==> src/hw/sfwp_defs.vh <==
// constants for the serial flash write-protection block
// assumes 19-bit array addresses (512KB) and byte addresses on the register bus
`ifndef SFWP_DEFS_VH
`define SFWP_DEFS_VH

// ---------------------------------------------------------------
// command codes
// ---------------------------------------------------------------
`define SFWP_CMD_WRITE_LATCH_SET_CMD 8'h06
`define SFWP_CMD_WRDI 8'h04
`define SFWP_CMD_WRSR 8'h01
`define SFWP_CMD_PP 8'h02
`define SFWP_CMD_DPP 8'hA2
`define SFWP_CMD_PE 8'h81
`define SFWP_CMD_SE 8'h20
`define SFWP_CMD_HBE 8'h52
`define SFWP_CMD_BE 8'hD8
`define SFWP_CMD_CE1 8'h60
`define SFWP_CMD_CE2 8'hC7
`define SFWP_CMD_DPD 8'hB9
`define SFWP_CMD_RDPD 8'hAB
`define SFWP_CMD_SUSP1 8'h75
`define SFWP_CMD_SUSP2 8'hB0
`define SFWP_CMD_RESM1 8'h7A
`define SFWP_CMD_RESM2 8'h30
`define SFWP_CMD_RSTEN 8'h66
`define SFWP_CMD_RST 8'h99

// ---------------------------------------------------------------
// array geometry
// ---------------------------------------------------------------
`define SFWP_AW 19
`define SFWP_ADDR_MAX 19'h7FFFF
`define SFWP_MASK_PAGE 19'h000FF
`define SFWP_MASK_SECTOR 19'h00FFF
`define SFWP_MASK_HALF 19'h07FFF
`define SFWP_MASK_BLOCK 19'h0FFFF
`define SFWP_SIZE_4K 19'h01000
`define SFWP_SIZE_64K 19'h10000
`define SFWP_SIZE_32K 19'h08000

// ---------------------------------------------------------------
// operation kinds reported on the exec port
// ---------------------------------------------------------------
`define SFWP_KIND_NONE 3'h0
`define SFWP_KIND_PROG 3'h1
`define SFWP_KIND_PE 3'h2
`define SFWP_KIND_SE 3'h3
`define SFWP_KIND_HBE 3'h4
`define SFWP_KIND_BE 3'h5
`define SFWP_KIND_CE 3'h6
`define SFWP_KIND_WRSR 3'h7

// ---------------------------------------------------------------
// register map (byte addresses) and fields
// ---------------------------------------------------------------
`define SFWP_OFS_STATUS 4'h0
`define SFWP_OFS_CTRL 4'h4
`define SFWP_OFS_EXEC 4'h8
`define SFWP_CTRL_DONE_BIT 0
`define SFWP_SYNC_RST 4'hA

`endif

==> src/hw/sfwp_prot_range.v <==
// protected address range decoder
// assumes level and invert bits come from registers on the same clock
`timescale 1ns/100ps
`default_nettype none
`include "sfwp_defs.vh"

module sfwp_prot_range (
  // clock and reset
  input wire core_clk_i,
  input wire rst_n_i,
  // protect bits
  input wire [4:0] level_i,
  input wire invert_i,
  // protected range, registered
  output reg none_o,
  output reg [18:0] lo_o,
  output reg [18:0] hi_o
);

  reg [18:0] size;
  reg all_sel;
  reg bottom;

  // ---------------------------------------------------------------
  // plain region size
  // ---------------------------------------------------------------
  always @* begin
    size = 19'h00000;
    all_sel = 1'b0;
    bottom = level_i[3];
    if (!level_i[4]) begin
      if (level_i[2])
        all_sel = 1'b1;
      else if (level_i[1:0] != 2'b00)
        size = `SFWP_SIZE_64K << (level_i[1:0] - 2'b01);
    end else begin
      if (level_i[2:0] == 3'b111)
        all_sel = 1'b1;
      else if (level_i[2])
        size = `SFWP_SIZE_32K;
      else if (level_i[1:0] != 2'b00)
        size = `SFWP_SIZE_4K << (level_i[1:0] - 2'b01);
    end
  end

  // ---------------------------------------------------------------
  // complement and registering
  // ---------------------------------------------------------------
  always @(posedge core_clk_i) begin
    if (!rst_n_i) begin
      none_o <= 1'b1;
      lo_o <= 19'h00000;
      hi_o <= 19'h00000;
    end else if (!invert_i) begin
      none_o <= ~all_sel & (size == 19'h00000);
      lo_o <= all_sel ? 19'h00000 : (bottom ? 19'h00000 : `SFWP_ADDR_MAX - size + 19'h00001);
      hi_o <= all_sel ? `SFWP_ADDR_MAX : (bottom ? size - 19'h00001 : `SFWP_ADDR_MAX);
    end else begin
      // empty code protects all, full code protects nothing
      none_o <= all_sel;
      lo_o <= (size == 19'h00000) ? 19'h00000 : (bottom ? size : 19'h00000);
      hi_o <= (size == 19'h00000) ? `SFWP_ADDR_MAX :
              (bottom ? `SFWP_ADDR_MAX : `SFWP_ADDR_MAX - size);
    end
  end

endmodule
`default_nettype wire

==> src/hw/sfwp_core.v <==
// serial flash write-protection and suspend-status core
// assumes serial pins and wp pin are asynchronous; avalon-mm slave on core_clk_i
//
// How it works
// - erase suspend sets the erase-suspended flag, program suspend the program one.
// - resume, the two-byte software reset and a power cycle clear both suspend flags.
// - reset puts the command logic in standby so only whole commands change contents.
// - data-changing commands whose bit count is not whole bytes are rejected.
// - data-changing commands are accepted only while the write enable latch is set.
// - the five protect-level bits pick a region that can be read but not changed.
// - with wp low in hardware mode, invert, level and lock-mode bits cannot be written.
// - in deep power-down every command but release is ignored.
// - with invert 0 and bit4 0, codes pick 64KB, 128KB, 256KB top or bottom, or all.
// - with invert 0 and bit4 1, codes pick 4KB to 32KB top or bottom, or all for 111.
// - with invert 1 the protected range is the complement of the plain one.
// - with invert 1, code 000 protects all, and the full codes protect nothing.
// - program or erase touching any protected byte is ignored.
// - chip erase runs only when nothing is protected.
// - with the latch clear, status write, program and erase are refused.
// - the invert bit sits at status bit 14 and resets to 0.
//
// The implementer's own choices: the register addresses and the Avalon-MM interface to the registers.
`timescale 1ns/100ps
`default_nettype none
`include "sfwp_defs.vh"

module sfwp_core (
  // clock and reset
  input wire core_clk_i,
  input wire rst_n_i,
  // serial pins
  input wire sclk_i,
  input wire cs_n_i,
  input wire si_i,
  input wire wp_n_i,
  // array operation port
  output reg exec_pulse_o,
  output reg [2:0] exec_kind_o,
  output reg [18:0] exec_addr_o,
  output wire busy_o,
  // avalon-mm slave
  input wire [3:0] avs_address_i,
  input wire avs_read_i,
  input wire avs_write_i,
  input wire [31:0] avs_writedata_i,
  output reg [31:0] avs_readdata_o,
  output wire avs_waitrequest_o
);

  // ---------------------------------------------------------------
  // helpers
  // ---------------------------------------------------------------
  function [18:0] op_mask;
    input [7:0] op;
    begin
      case (op)
        `SFWP_CMD_SE: op_mask = `SFWP_MASK_SECTOR;
        `SFWP_CMD_HBE: op_mask = `SFWP_MASK_HALF;
        `SFWP_CMD_BE: op_mask = `SFWP_MASK_BLOCK;
        default: op_mask = `SFWP_MASK_PAGE;
      endcase
    end
  endfunction

  function [2:0] op_kind;
    input [7:0] op;
    begin
      case (op)
        `SFWP_CMD_PP: op_kind = `SFWP_KIND_PROG;
        `SFWP_CMD_DPP: op_kind = `SFWP_KIND_PROG;
        `SFWP_CMD_PE: op_kind = `SFWP_KIND_PE;
        `SFWP_CMD_SE: op_kind = `SFWP_KIND_SE;
        `SFWP_CMD_HBE: op_kind = `SFWP_KIND_HBE;
        `SFWP_CMD_BE: op_kind = `SFWP_KIND_BE;
        `SFWP_CMD_CE1: op_kind = `SFWP_KIND_CE;
        `SFWP_CMD_CE2: op_kind = `SFWP_KIND_CE;
        default: op_kind = `SFWP_KIND_NONE;
      endcase
    end
  endfunction

  // ---------------------------------------------------------------
  // pin synchronisers, order {wp, si, cs, sclk}
  // ---------------------------------------------------------------
  reg [3:0] sync1_reg;
  reg [3:0] sync2_reg;
  reg [3:0] sync3_reg;
  reg [3:0] lvl_reg;
  wire [3:0] agree = ~(sync2_reg ^ sync3_reg);
  wire [3:0] lvl_next = (agree & sync3_reg) | (~agree & lvl_reg);

  always @(posedge core_clk_i) begin
    if (!rst_n_i) begin
      sync1_reg <= `SFWP_SYNC_RST;
      sync2_reg <= `SFWP_SYNC_RST;
      sync3_reg <= `SFWP_SYNC_RST;
      lvl_reg <= `SFWP_SYNC_RST;
    end else begin
      sync1_reg <= {wp_n_i, si_i, cs_n_i, sclk_i};
      sync2_reg <= sync1_reg;
      sync3_reg <= sync2_reg;
      lvl_reg <= lvl_next;
    end
  end

  wire sclk_rise = lvl_next[0] & ~lvl_reg[0];
  wire cs_fall = ~lvl_next[1] & lvl_reg[1];
  wire cs_rise = lvl_next[1] & ~lvl_reg[1];
  wire si_lvl = lvl_next[2];
  wire wp_n_lvl = lvl_reg[3];

  // ---------------------------------------------------------------
  // frame capture
  // ---------------------------------------------------------------
  reg [2:0] bit_cnt_reg;
  reg [6:0] shift_reg;
  reg [3:0] nbytes_reg;
  reg [7:0] opcode_reg;
  reg [7:0] byte1_reg;
  reg [7:0] byte2_reg;
  reg [7:0] byte3_reg;
  wire [7:0] byte_now = {shift_reg, si_lvl};

  always @(posedge core_clk_i) begin
    if (!rst_n_i) begin
      bit_cnt_reg <= 3'h0;
      shift_reg <= 7'h00;
      nbytes_reg <= 4'h0;
      opcode_reg <= 8'h00;
      byte1_reg <= 8'h00;
      byte2_reg <= 8'h00;
      byte3_reg <= 8'h00;
    end else if (cs_fall) begin
      bit_cnt_reg <= 3'h0;
      shift_reg <= 7'h00;
      nbytes_reg <= 4'h0;
    end else if (sclk_rise && !lvl_reg[1]) begin
      bit_cnt_reg <= bit_cnt_reg + 3'h1;
      shift_reg <= byte_now[6:0];
      if (bit_cnt_reg == 3'h7) begin
        if (nbytes_reg != 4'hF)
          nbytes_reg <= nbytes_reg + 4'h1;
        case (nbytes_reg)
          4'h0: opcode_reg <= byte_now;
          4'h1: byte1_reg <= byte_now;
          4'h2: byte2_reg <= byte_now;
          4'h3: byte3_reg <= byte_now;
          default: byte3_reg <= byte3_reg;
        endcase
      end
    end
  end

  // ---------------------------------------------------------------
  // status bits and protection range
  // ---------------------------------------------------------------
  reg busy_reg;
  reg wel_reg;
  reg [4:0] bp_reg;
  reg status_lock_mode_bit0_reg;
  reg status_lock_mode_bit1_reg;
  reg cmp_reg;
  reg erase_suspended_flag_reg;
  reg program_suspended_flag_reg;
  reg dpd_reg;
  reg rst_en_reg;
  reg [2:0] rej_reg;
  wire prot_none;
  wire [18:0] prot_lo;
  wire [18:0] prot_hi;

  sfwp_prot_range u_range (
    .core_clk_i(core_clk_i),
    .rst_n_i(rst_n_i),
    .level_i(bp_reg),
    .invert_i(cmp_reg),
    .none_o(prot_none),
    .lo_o(prot_lo),
    .hi_o(prot_hi)
  );

  wire [15:0] status_word = {erase_suspended_flag_reg, cmp_reg, 3'b000, program_suspended_flag_reg, 1'b0, status_lock_mode_bit1_reg,
                             status_lock_mode_bit0_reg, bp_reg, wel_reg, busy_reg};

  // ---------------------------------------------------------------
  // command decision at deselect
  // ---------------------------------------------------------------
  wire [18:0] cmd_addr = {byte1_reg[2:0], byte2_reg, byte3_reg};
  wire [18:0] cmd_lo = cmd_addr & ~op_mask(opcode_reg);
  wire [18:0] cmd_hi = cmd_addr | op_mask(opcode_reg);
  wire [2:0] cmd_kind = op_kind(opcode_reg);
  wire whole = (bit_cnt_reg == 3'h0) && (nbytes_reg != 4'h0);
  wire is_prog = (cmd_kind == `SFWP_KIND_PROG);
  wire is_ce = (cmd_kind == `SFWP_KIND_CE);
  wire is_arr = (cmd_kind != `SFWP_KIND_NONE);
  wire is_wrsr = (opcode_reg == `SFWP_CMD_WRSR);
  wire len_ok = is_prog ? (nbytes_reg >= 4'h5) :
                is_ce ? (nbytes_reg == 4'h1) :
                is_wrsr ? ((nbytes_reg == 4'h2) || (nbytes_reg == 4'h3)) :
                (nbytes_reg == 4'h4);
  // any overlap with the protected range
  wire hits_prot = ~prot_none & (cmd_lo <= prot_hi) & (cmd_hi >= prot_lo);
  // hardware lock, also power-cycle and permanent lock
  wire sr_locked = status_lock_mode_bit1_reg | (status_lock_mode_bit0_reg & ~wp_n_lvl);
  // a partial byte never reaches the decision
  wire done_frame = cs_rise & whole;
  wire susp_cmd = (opcode_reg == `SFWP_CMD_SUSP1) || (opcode_reg == `SFWP_CMD_SUSP2);
  wire resm_cmd = (opcode_reg == `SFWP_CMD_RESM1) || (opcode_reg == `SFWP_CMD_RESM2);
  reg [2:0] susp_kind_reg;

  // ---------------------------------------------------------------
  // avalon-mm slave, one wait cycle per access
  // ---------------------------------------------------------------
  reg ack_reg;
  wire req = avs_read_i | avs_write_i;
  assign avs_waitrequest_o = req & ~ack_reg;
  wire bus_done = avs_write_i & ack_reg & (avs_address_i == `SFWP_OFS_CTRL) &
                  avs_writedata_i[`SFWP_CTRL_DONE_BIT];
  assign busy_o = busy_reg;

  always @(posedge core_clk_i) begin
    if (!rst_n_i) begin
      ack_reg <= 1'b0;
      avs_readdata_o <= 32'h00000000;
    end else begin
      ack_reg <= req & ~ack_reg;
      if (avs_read_i && !ack_reg) begin
        case (avs_address_i)
          `SFWP_OFS_STATUS: avs_readdata_o <= {16'h0000, status_word};
          `SFWP_OFS_EXEC: avs_readdata_o <= {4'h0, dpd_reg, exec_kind_o, 2'b00, rej_reg,
                                            exec_addr_o};
          default: avs_readdata_o <= 32'h00000000;
        endcase
      end
    end
  end

  // ---------------------------------------------------------------
  // command execution
  // ---------------------------------------------------------------
  always @(posedge core_clk_i) begin
    if (!rst_n_i) begin
      busy_reg <= 1'b0;
      wel_reg <= 1'b0;
      bp_reg <= 5'h00;
      status_lock_mode_bit0_reg <= 1'b0;
      status_lock_mode_bit1_reg <= 1'b0;
      cmp_reg <= 1'b0;
      erase_suspended_flag_reg <= 1'b0;
      program_suspended_flag_reg <= 1'b0;
      dpd_reg <= 1'b0;
      rst_en_reg <= 1'b0;
      rej_reg <= 3'h0;
      susp_kind_reg <= `SFWP_KIND_NONE;
      exec_pulse_o <= 1'b0;
      exec_kind_o <= `SFWP_KIND_NONE;
      exec_addr_o <= 19'h00000;
    end else begin
      exec_pulse_o <= 1'b0;
      // software ends the array operation; a new start below wins
      if (bus_done)
        busy_reg <= 1'b0;
      // rejected when the frame ends mid-byte
      if (cs_rise && !whole && !dpd_reg && (is_arr || is_wrsr) && nbytes_reg != 4'h0)
        rej_reg <= 3'b100;
      if (done_frame) begin
        rst_en_reg <= (opcode_reg == `SFWP_CMD_RSTEN);
        if (dpd_reg) begin
          if (opcode_reg == `SFWP_CMD_RDPD)
            dpd_reg <= 1'b0;
        end else if (susp_cmd) begin
          // flag follows the kind of operation held
          if (busy_reg && susp_kind_reg == `SFWP_KIND_PROG) begin
            program_suspended_flag_reg <= 1'b1;
            busy_reg <= 1'b0;
          end else if (busy_reg && susp_kind_reg != `SFWP_KIND_WRSR) begin
            erase_suspended_flag_reg <= 1'b1;
            busy_reg <= 1'b0;
          end
        end else if (resm_cmd) begin
          erase_suspended_flag_reg <= 1'b0;
          program_suspended_flag_reg <= 1'b0;
          if (erase_suspended_flag_reg || program_suspended_flag_reg)
            busy_reg <= 1'b1;
        end else if (opcode_reg == `SFWP_CMD_RST) begin
          if (rst_en_reg) begin
            erase_suspended_flag_reg <= 1'b0;
            program_suspended_flag_reg <= 1'b0;
            wel_reg <= 1'b0;
            busy_reg <= 1'b0;
          end
        end else if (busy_reg) begin
          // commands other than suspend, resume and reset are dropped while the array is busy
          rej_reg <= rej_reg;
        end else if (opcode_reg == `SFWP_CMD_WRITE_LATCH_SET_CMD && nbytes_reg == 4'h1) begin
          // latch set by its own command
          wel_reg <= 1'b1;
        end else if (opcode_reg == `SFWP_CMD_WRDI && nbytes_reg == 4'h1) begin
          wel_reg <= 1'b0;
        end else if (opcode_reg == `SFWP_CMD_DPD && nbytes_reg == 4'h1) begin
          dpd_reg <= 1'b1;
        end else if (is_wrsr || is_arr) begin
          if (!len_ok) begin
            rej_reg <= 3'b100;
          end else if (!wel_reg) begin
            rej_reg <= 3'b010;
          end else if (is_wrsr && sr_locked) begin
            rej_reg <= 3'b001;
          end else if (is_ce && !prot_none) begin
            // chip erase needs an unprotected array
            rej_reg <= 3'b001;
          end else if (is_arr && !is_ce && hits_prot) begin
            rej_reg <= 3'b001;
          end else begin
            rej_reg <= 3'b000;
            wel_reg <= 1'b0;
            busy_reg <= 1'b1;
            exec_pulse_o <= 1'b1;
            exec_kind_o <= is_wrsr ? `SFWP_KIND_WRSR : cmd_kind;
            exec_addr_o <= is_ce ? 19'h00000 : cmd_lo;
            susp_kind_reg <= is_wrsr ? `SFWP_KIND_WRSR : cmd_kind;
            if (is_wrsr) begin
              status_lock_mode_bit0_reg <= byte1_reg[7];
              bp_reg <= byte1_reg[6:2];
              if (nbytes_reg == 4'h3) begin
                status_lock_mode_bit1_reg <= byte2_reg[0];
                cmp_reg <= byte2_reg[6];
              end
            end
          end
        end
      end
    end
  end

endmodule
`default_nettype wire

==> config.mk <==
export PLATFORM = sky130hd
export DESIGN_NAME = sfwp_core
export DESIGN_NICKNAME = d
export VERILOG_FILES = /design/src/hw/sfwp_prot_range.v /design/src/hw/sfwp_core.v
export VERILOG_INCLUDE_DIRS = /design/src /design/src/hw
export SDC_FILE = /design/constraint.sdc
export NUM_CORES = 1
export LEC_CHECK = 0
export BUFFER_PORTS_ARGS = -buffer_cell sky130_fd_sc_hd__clkbuf_2
export CAP_MARGIN = 15
export CORE_MARGIN = 8
export CORE_UTILIZATION = 45
export CTS_CLUSTER_DIAMETER = 80
export DETAILED_ROUTE_END_ITERATION = 10
export PLACE_DENSITY = 0.65
export SYNTH_ARGS = -nofsm -noshare
export SYNTH_HDL_FRONTEND = slang
export SYNTH_HIERARCHICAL = 1
export SYNTH_SLANG_ARGS = --single-unit
==> constraint.sdc <==
create_clock -name core_clk_i -period 4.7 [get_ports core_clk_i]
set_input_delay 0.47 -clock core_clk_i [delete_from_list [all_inputs] [get_ports core_clk_i]]
set_output_delay 0.47 -clock core_clk_i [all_outputs]
set_load 0.02 [all_outputs]
After elaboration in Yosys (flattened, before gate mapping)
Cells that the tools add are included.

operators by class
  shifts and indexed selects = 2
  $add $sub $neg = 6
  muxes and demuxes = 93
  reductions and logical operators = 53
  $lt $le $gt $ge = 3
  bitwise operators = 47
  div/mod/pow operators = 0
  eq/ne operators = 39
  multipliers = 0

operators by type and width
  kind                                                                    number
  19-bit 2-to-1 mux                                                       17
  8-bit equality test (second input constant)                             8
  1-bit 2-to-1 mux                                                        59
  28-bit one-hot mux with 2 select lines                                  1
  16-bit one-hot mux with 3 select lines                                  1
  8-bit by 7-bit equality test with 1-bit output (second input constant)  5
  3-bit 2-to-1 mux                                                        13
  1-bit inverter                                                          24
  19-bit by 1-bit adder with 19-bit output (second input constant)        1
  19-bit bitwise AND                                                      1
  19-bit >= comparator                                                    1
  19-bit <= comparator                                                    1
  19-bit logical NOT                                                      1
  19-bit inverter                                                         1
  19-bit OR                                                               1
  13-bit by 2-bit << shifter with 19-bit output (first input constant)    1
  17-bit by 2-bit << shifter with 19-bit output (first input constant)    1
  19-bit by 1-bit subtractor with 19-bit output (second input constant)   1
  19-bit subtractor (first input constant)                                1
  3-bit one-hot mux with 6 select lines                                   1
  17-bit AND reduction                                                    1
  8-bit by 3-bit equality test with 1-bit output (second input constant)  2
  8-bit by 6-bit equality test with 1-bit output (second input constant)  2
  1-bit logical AND                                                       16
  other kinds (40)                                                        82

storage, ports and cells
  logic and storage cells = 273
  flip-flop bits (word level) = 174
  memories = 0
  bits in read-only memories = 0
  RAM bits = 0
  bits in latches = 0
  input port bits = 44

Depth between registers and ports, before layout
  depth in word-level cells = 23
  mapped depth = 13
  depth with buffers taken out = 11

Modules after synthesis
The synthesis kept the hierarchy.

modules (own cells, without submodules)
  module           area an instance (um^2)  times used  seq. area each (um^2)  cells each
  sfwp_core        5774.3                   1           2262.2                 672
  sfwp_prot_range  1073.5                   1           320.3                  132

Worst setup path before layout
OpenSTA, ideal clock, no wires.

  kind = flip-flop to flip-flop
  from = register opcode_reg[1]
  to = register exec_addr_o[15]
  path slack = 1038 ps
  cell stages (with the launch flop) = 14
  path buffers = 3
  arrival = 3590 ps
  clock period less this slack = 3662 ps
  setup time = 72 ps
  path through = dfxtp_1 -> clkbuf_1 -> or3b_2 -> a211oi_1 -> clkbuf_1 -> nor2b_1 -> ha_1 -> nand4_1 -> a21oi_1 -> nor4_1 -> o22a_1 -> a2111oi_4 -> buf_6 -> mux2i_1

between the ends
  word-level cells in the longest chain between the ends = 10
  elaborated cells on any way between the ends = 56
  classes of those cells = order compare (2); eq/ne (19); mux (6); bitwise (14); reduce/logical (15)

RTL lines
  what                                         RTL line                        RTL
  start, declared                              sfwp_core.v:118                 reg [7:0] opcode_reg;
  start signal, assigned                       sfwp_core.v:144                 4'h0: opcode_reg <= byte_now;
  8-bit equality test (tied with other cells)  sfwp_core.v:56, sfwp_core.v:68
  16-bit one-hot mux with 3 select lines       sfwp_core.v:56                  case (op)
  19-bit inverter                              sfwp_core.v:189                 wire [18:0] cmd_lo = cmd_addr & ~op_mask(opcode_reg);
  19-bit bitwise AND                           sfwp_core.v:189
  19-bit <= comparator                         sfwp_core.v:202                 wire hits_prot = ~prot_none & (cmd_lo <= prot_hi) & (cmd_hi >= prot_lo);
  1-bit bitwise AND (2 in a row)               sfwp_core.v:202
  1-bit logical AND                            sfwp_core.v:312                 end else if (is_arr && !is_ce && hits_prot) begin
  1-bit inverter (no line)                     -
  15-bit AND reduction (no line)               -
  end signal, assigned                         sfwp_core.v:320                 exec_addr_o <= is_ce ? 19'h00000 : cmd_lo;
  end, declared                                sfwp_core.v:39                  output reg [18:0] exec_addr_o,

Several ways; a longest one is shown, not always the timed one.
A chain may end at the register's enable or synchronous reset.

Final worst setup path
  from = register opcode_reg[1]
  to = register exec_pulse_o

between the ends
  word-level cells in the longest chain between the ends = 9
  elaborated cells on any way between the ends = 49
  classes of those cells = order compare (2); eq/ne (19); mux (6); bitwise (7); reduce/logical (15)

RTL lines
  what                                         RTL line                        RTL
  8-bit equality test (tied with other cells)  sfwp_core.v:56, sfwp_core.v:68
  16-bit one-hot mux with 3 select lines       sfwp_core.v:56
  19-bit inverter                              sfwp_core.v:189
  19-bit bitwise AND                           sfwp_core.v:189
  19-bit <= comparator                         sfwp_core.v:202
  1-bit bitwise AND (2 in a row)               sfwp_core.v:202
  1-bit logical AND                            sfwp_core.v:312
  1-bit 2-to-1 mux                             sfwp_core.v:312
  end signal, assigned                         sfwp_core.v:255                 exec_pulse_o <= 1'b0;
  end signal, assigned                         sfwp_core.v:259                 exec_pulse_o <= 1'b0;
  end signal, assigned                         sfwp_core.v:318                 exec_pulse_o <= 1'b1;
  end, declared                                sfwp_core.v:37                  output reg exec_pulse_o,

Several ways; a longest one is shown, not always the timed one.

==> out/results.ini <==
[die]
die_y_um = 139
dieArea_um2 = 19400
core_area_um2 = 15000
die_w_um = 139
initial_core_util_pct = 45.6
pin_count = 101
fp-row-count = 45

[sta]
fin_crit_ns = 3.80
max_freq_ghz = 0.263
setup_viol = 0
relSlewSlack_pct = 31.7
tns_ns = 0
hold_viol = 0
period_share_pct = 80.8
worstMarginPinSlew_ns = 1.02
grt_setup_unrepaired = no
holdWs_ns = 0.238
fin_skew_ns = 0.00757
slew_viol_final = 0

[cells_and_area]
nFillCells = 1461
largest_reg_flops = 26
syn2layout_area_growth_pct = 11.5
final_area_um2 = 7630
largestRegisters = avs_readdata_o x26, exec_addr_o x11
seq_area_um2 = 2580
top_register = avs_readdata_o
num-nets-final = 905
finalNonFillerCells = 1031
num_antenna_cells = 0
final_util_pct = 50.8
multi_input_area_um2 = 3730
drive_above_1_share_pct = 14.2

[setup_path]
crit_path_start_kind = flop
cp.required_ns = 5.01
path_max_fanout = 16
endpoint_kind = flop
cp_data_arrival_time_ns = 4.11
crit_type = reg2reg

[placed_design]
placed_cells = 999
placed_cell_area_um2 = 7040
io_buffers = 55
gp_congestion = 0.860
dpl.hpwl_um = 11600

[power_and_ir_drop]
p_per_area_nw_per_um2 = 327
ir_worst_vdd_uv = 257
power_leakage_nw = 3.16

[route]
drc = 0
drt-total-wl_um = 16000
wl_met1_um = 7360
viasPerCell = 5.50
wl_met2_um = 7720
vias = 5666
ant_nets = 0
first_pass_iters = 7
drt-wirelength-per-cell_um = 15.5
highest_layer = met4
dr_wl_met3_um = 693
dr.first_iter.drc_count = 360

[synth]
synthAdderAreaFrac_pct = 5.81
ys_seq_elements = 129
synthXorXnorAreaFrac_pct = 0.640
ys_seq_area_share_pct = 37.7
synthCells = 804
yosysWarnings = 6
synth-edff-count = 0
synth-simple-area-share_pct = 24.1
ys.flop_type = dfxtp_1
ys_async_sr_fraction_pct = 0
yosysTopAreaCell = dfxtp_1
synth_cell_type_count = 83
synth.avg_cell_area_um2 = 8.52
synth_top_family_by_area = simple AND/OR/NAND/NOR gates
synth_top_cell_area_share_pct = 37.7
synthTopCellsByCount = dfxtp_1 (129), nor2_1 (81), nand2_1 (68)
yosysMostFrequentCell = dfxtp_1
syn-cell-area_um2 = 6850
yosys-top-cells-area = dfxtp_1 (38%), mux2i_1 (6.6%), ha_1 (5.7%), nor2_1 (4.4%), a21oi_1 (4.1%)
muxShareOfSynthArea_pct = 6.58
synth-compound-area-share_pct = 15.9

[job]
maxCapViolCount = 0

[grt]
antenna_found_initial = 0
track_usage_pct = 16.8
grt_pass1_vias = 5258
grt_start_max_net_pins = 61
grt_pass1_wl_um = 26700
grt-ovfl-total = 0

[clocking]
cts-resized-gates = 0
clock_latency_ns = 0.42
clock-root-buffer = clkbuf_16
cts_setup_buffers = 0
hold_buffers = 0
clkTransAtPathRegs_ns = 0.06
cts_tree = done
cts.path.max_buffers = 2
htreeDepth = 4
cts_buffers = 17
cts.sinks = 129

[status]
status = finished, final reports clean

[min_path]
hold_path.class = in2reg

==> area by class of cell <==
class                   count  area share (%)
multi-input cells         579            48.8
flip-flops and latches    129            33.8
clock buffers              23            6.00
repair buffers             67            4.79
well taps                 188            3.08
inverters                  36            1.77
clock inverters             9            1.74
==> metrics by stage <==
stage,setup slack (ns),power [mW]
5_1_grt,0.512,2.58
4_1_cts,0.927,2.52
2_1_floorplan,1.04,1.21
3_3_place_gp,0.955,1.20
3_5_place_dp,0.944,1.20
6_report,0.901,2.50
==> logic make-up (layout without fill, tap and decap cells) <==
kind of cell             Yosys count  in the layout
XOR/XNOR                           5              5
multiplexers                      45             45
other                              2             26
AO/OA/AOI/OAI                    158            158
buffers and inverters            120            135
flip-flops                       129            129
adder cells (fa/ha/maj)           32             32
AND/OR/NAND/NOR                  313            313
==> report_power, final <==
part | switching (mW) | internal, mW | leakage, nW
Combinational | 0.0541 | 0.0183 | 1.84
Sequential | 0.00466 | 1.10 | 1.04
Clock | 0.472 | 0.847 | 0.281
Total | 0.531 | 1.97 | 3.16
==> cells in the final DEF, fill, tap and decap left out, drive strengths merged, types with 21 or more instances in the layout <==
| cell type | netlist | layout |
|---|---|---|
| nand4 | 23 | 23 |
| and2 | 21 | 21 |
| inv | 35 | 35 |
| clkbuf | 31 | 78 |
| nor2 | 81 | 81 |
| nand2 | 68 | 68 |
| nand3 | 24 | 24 |
| mux2i | 45 | 45 |
| dfxtp | 129 | 129 |
| a21oi | 56 | 56 |
| ha | 31 | 31 |
| conb | 2 | 26 |
| o21ai | 28 | 28 |
| a22oi | 24 | 24 |
==> worst max-delay path, cell delays in order (launching register included) <==
cell,delay [ns]
dfxtp_1,0.44
nor3_1,0.76
and3_1,0.37
nor2_1,0.14
and2_1,0.18
ha_1,0.30
nor4b_1,0.22
nand2_1,0.08
o41ai_1,0.41
o22a_1,0.29
a2111oi_4,0.09
buf_4,0.23
and2_1,0.18
==> metal layers <==
layer	vias up	global-route usage, %
met4	0	5.43
li1	2850	-
met2	120	27.7
met5	-	0
met3	20	4.04
met1	2676	21.1
==> path summary, 6_finish.rpt <==
| path | startpoint | endpoint | slack [ns] | depth (start not counted) |
|---|---|---|---|---|
| max reg2reg | opcode_reg[1] | exec_pulse_o | 0.90 | 12 |
| max | opcode_reg[1] | exec_pulse_o | 0.90 | 12 |
| min reg2reg | sync1_reg[1] | sync2_reg[1] | 0.40 | 1 |
| min | wp_n_i | sync1_reg[3] | 0.24 | 2 |
(Power assumes the default switching activity.)
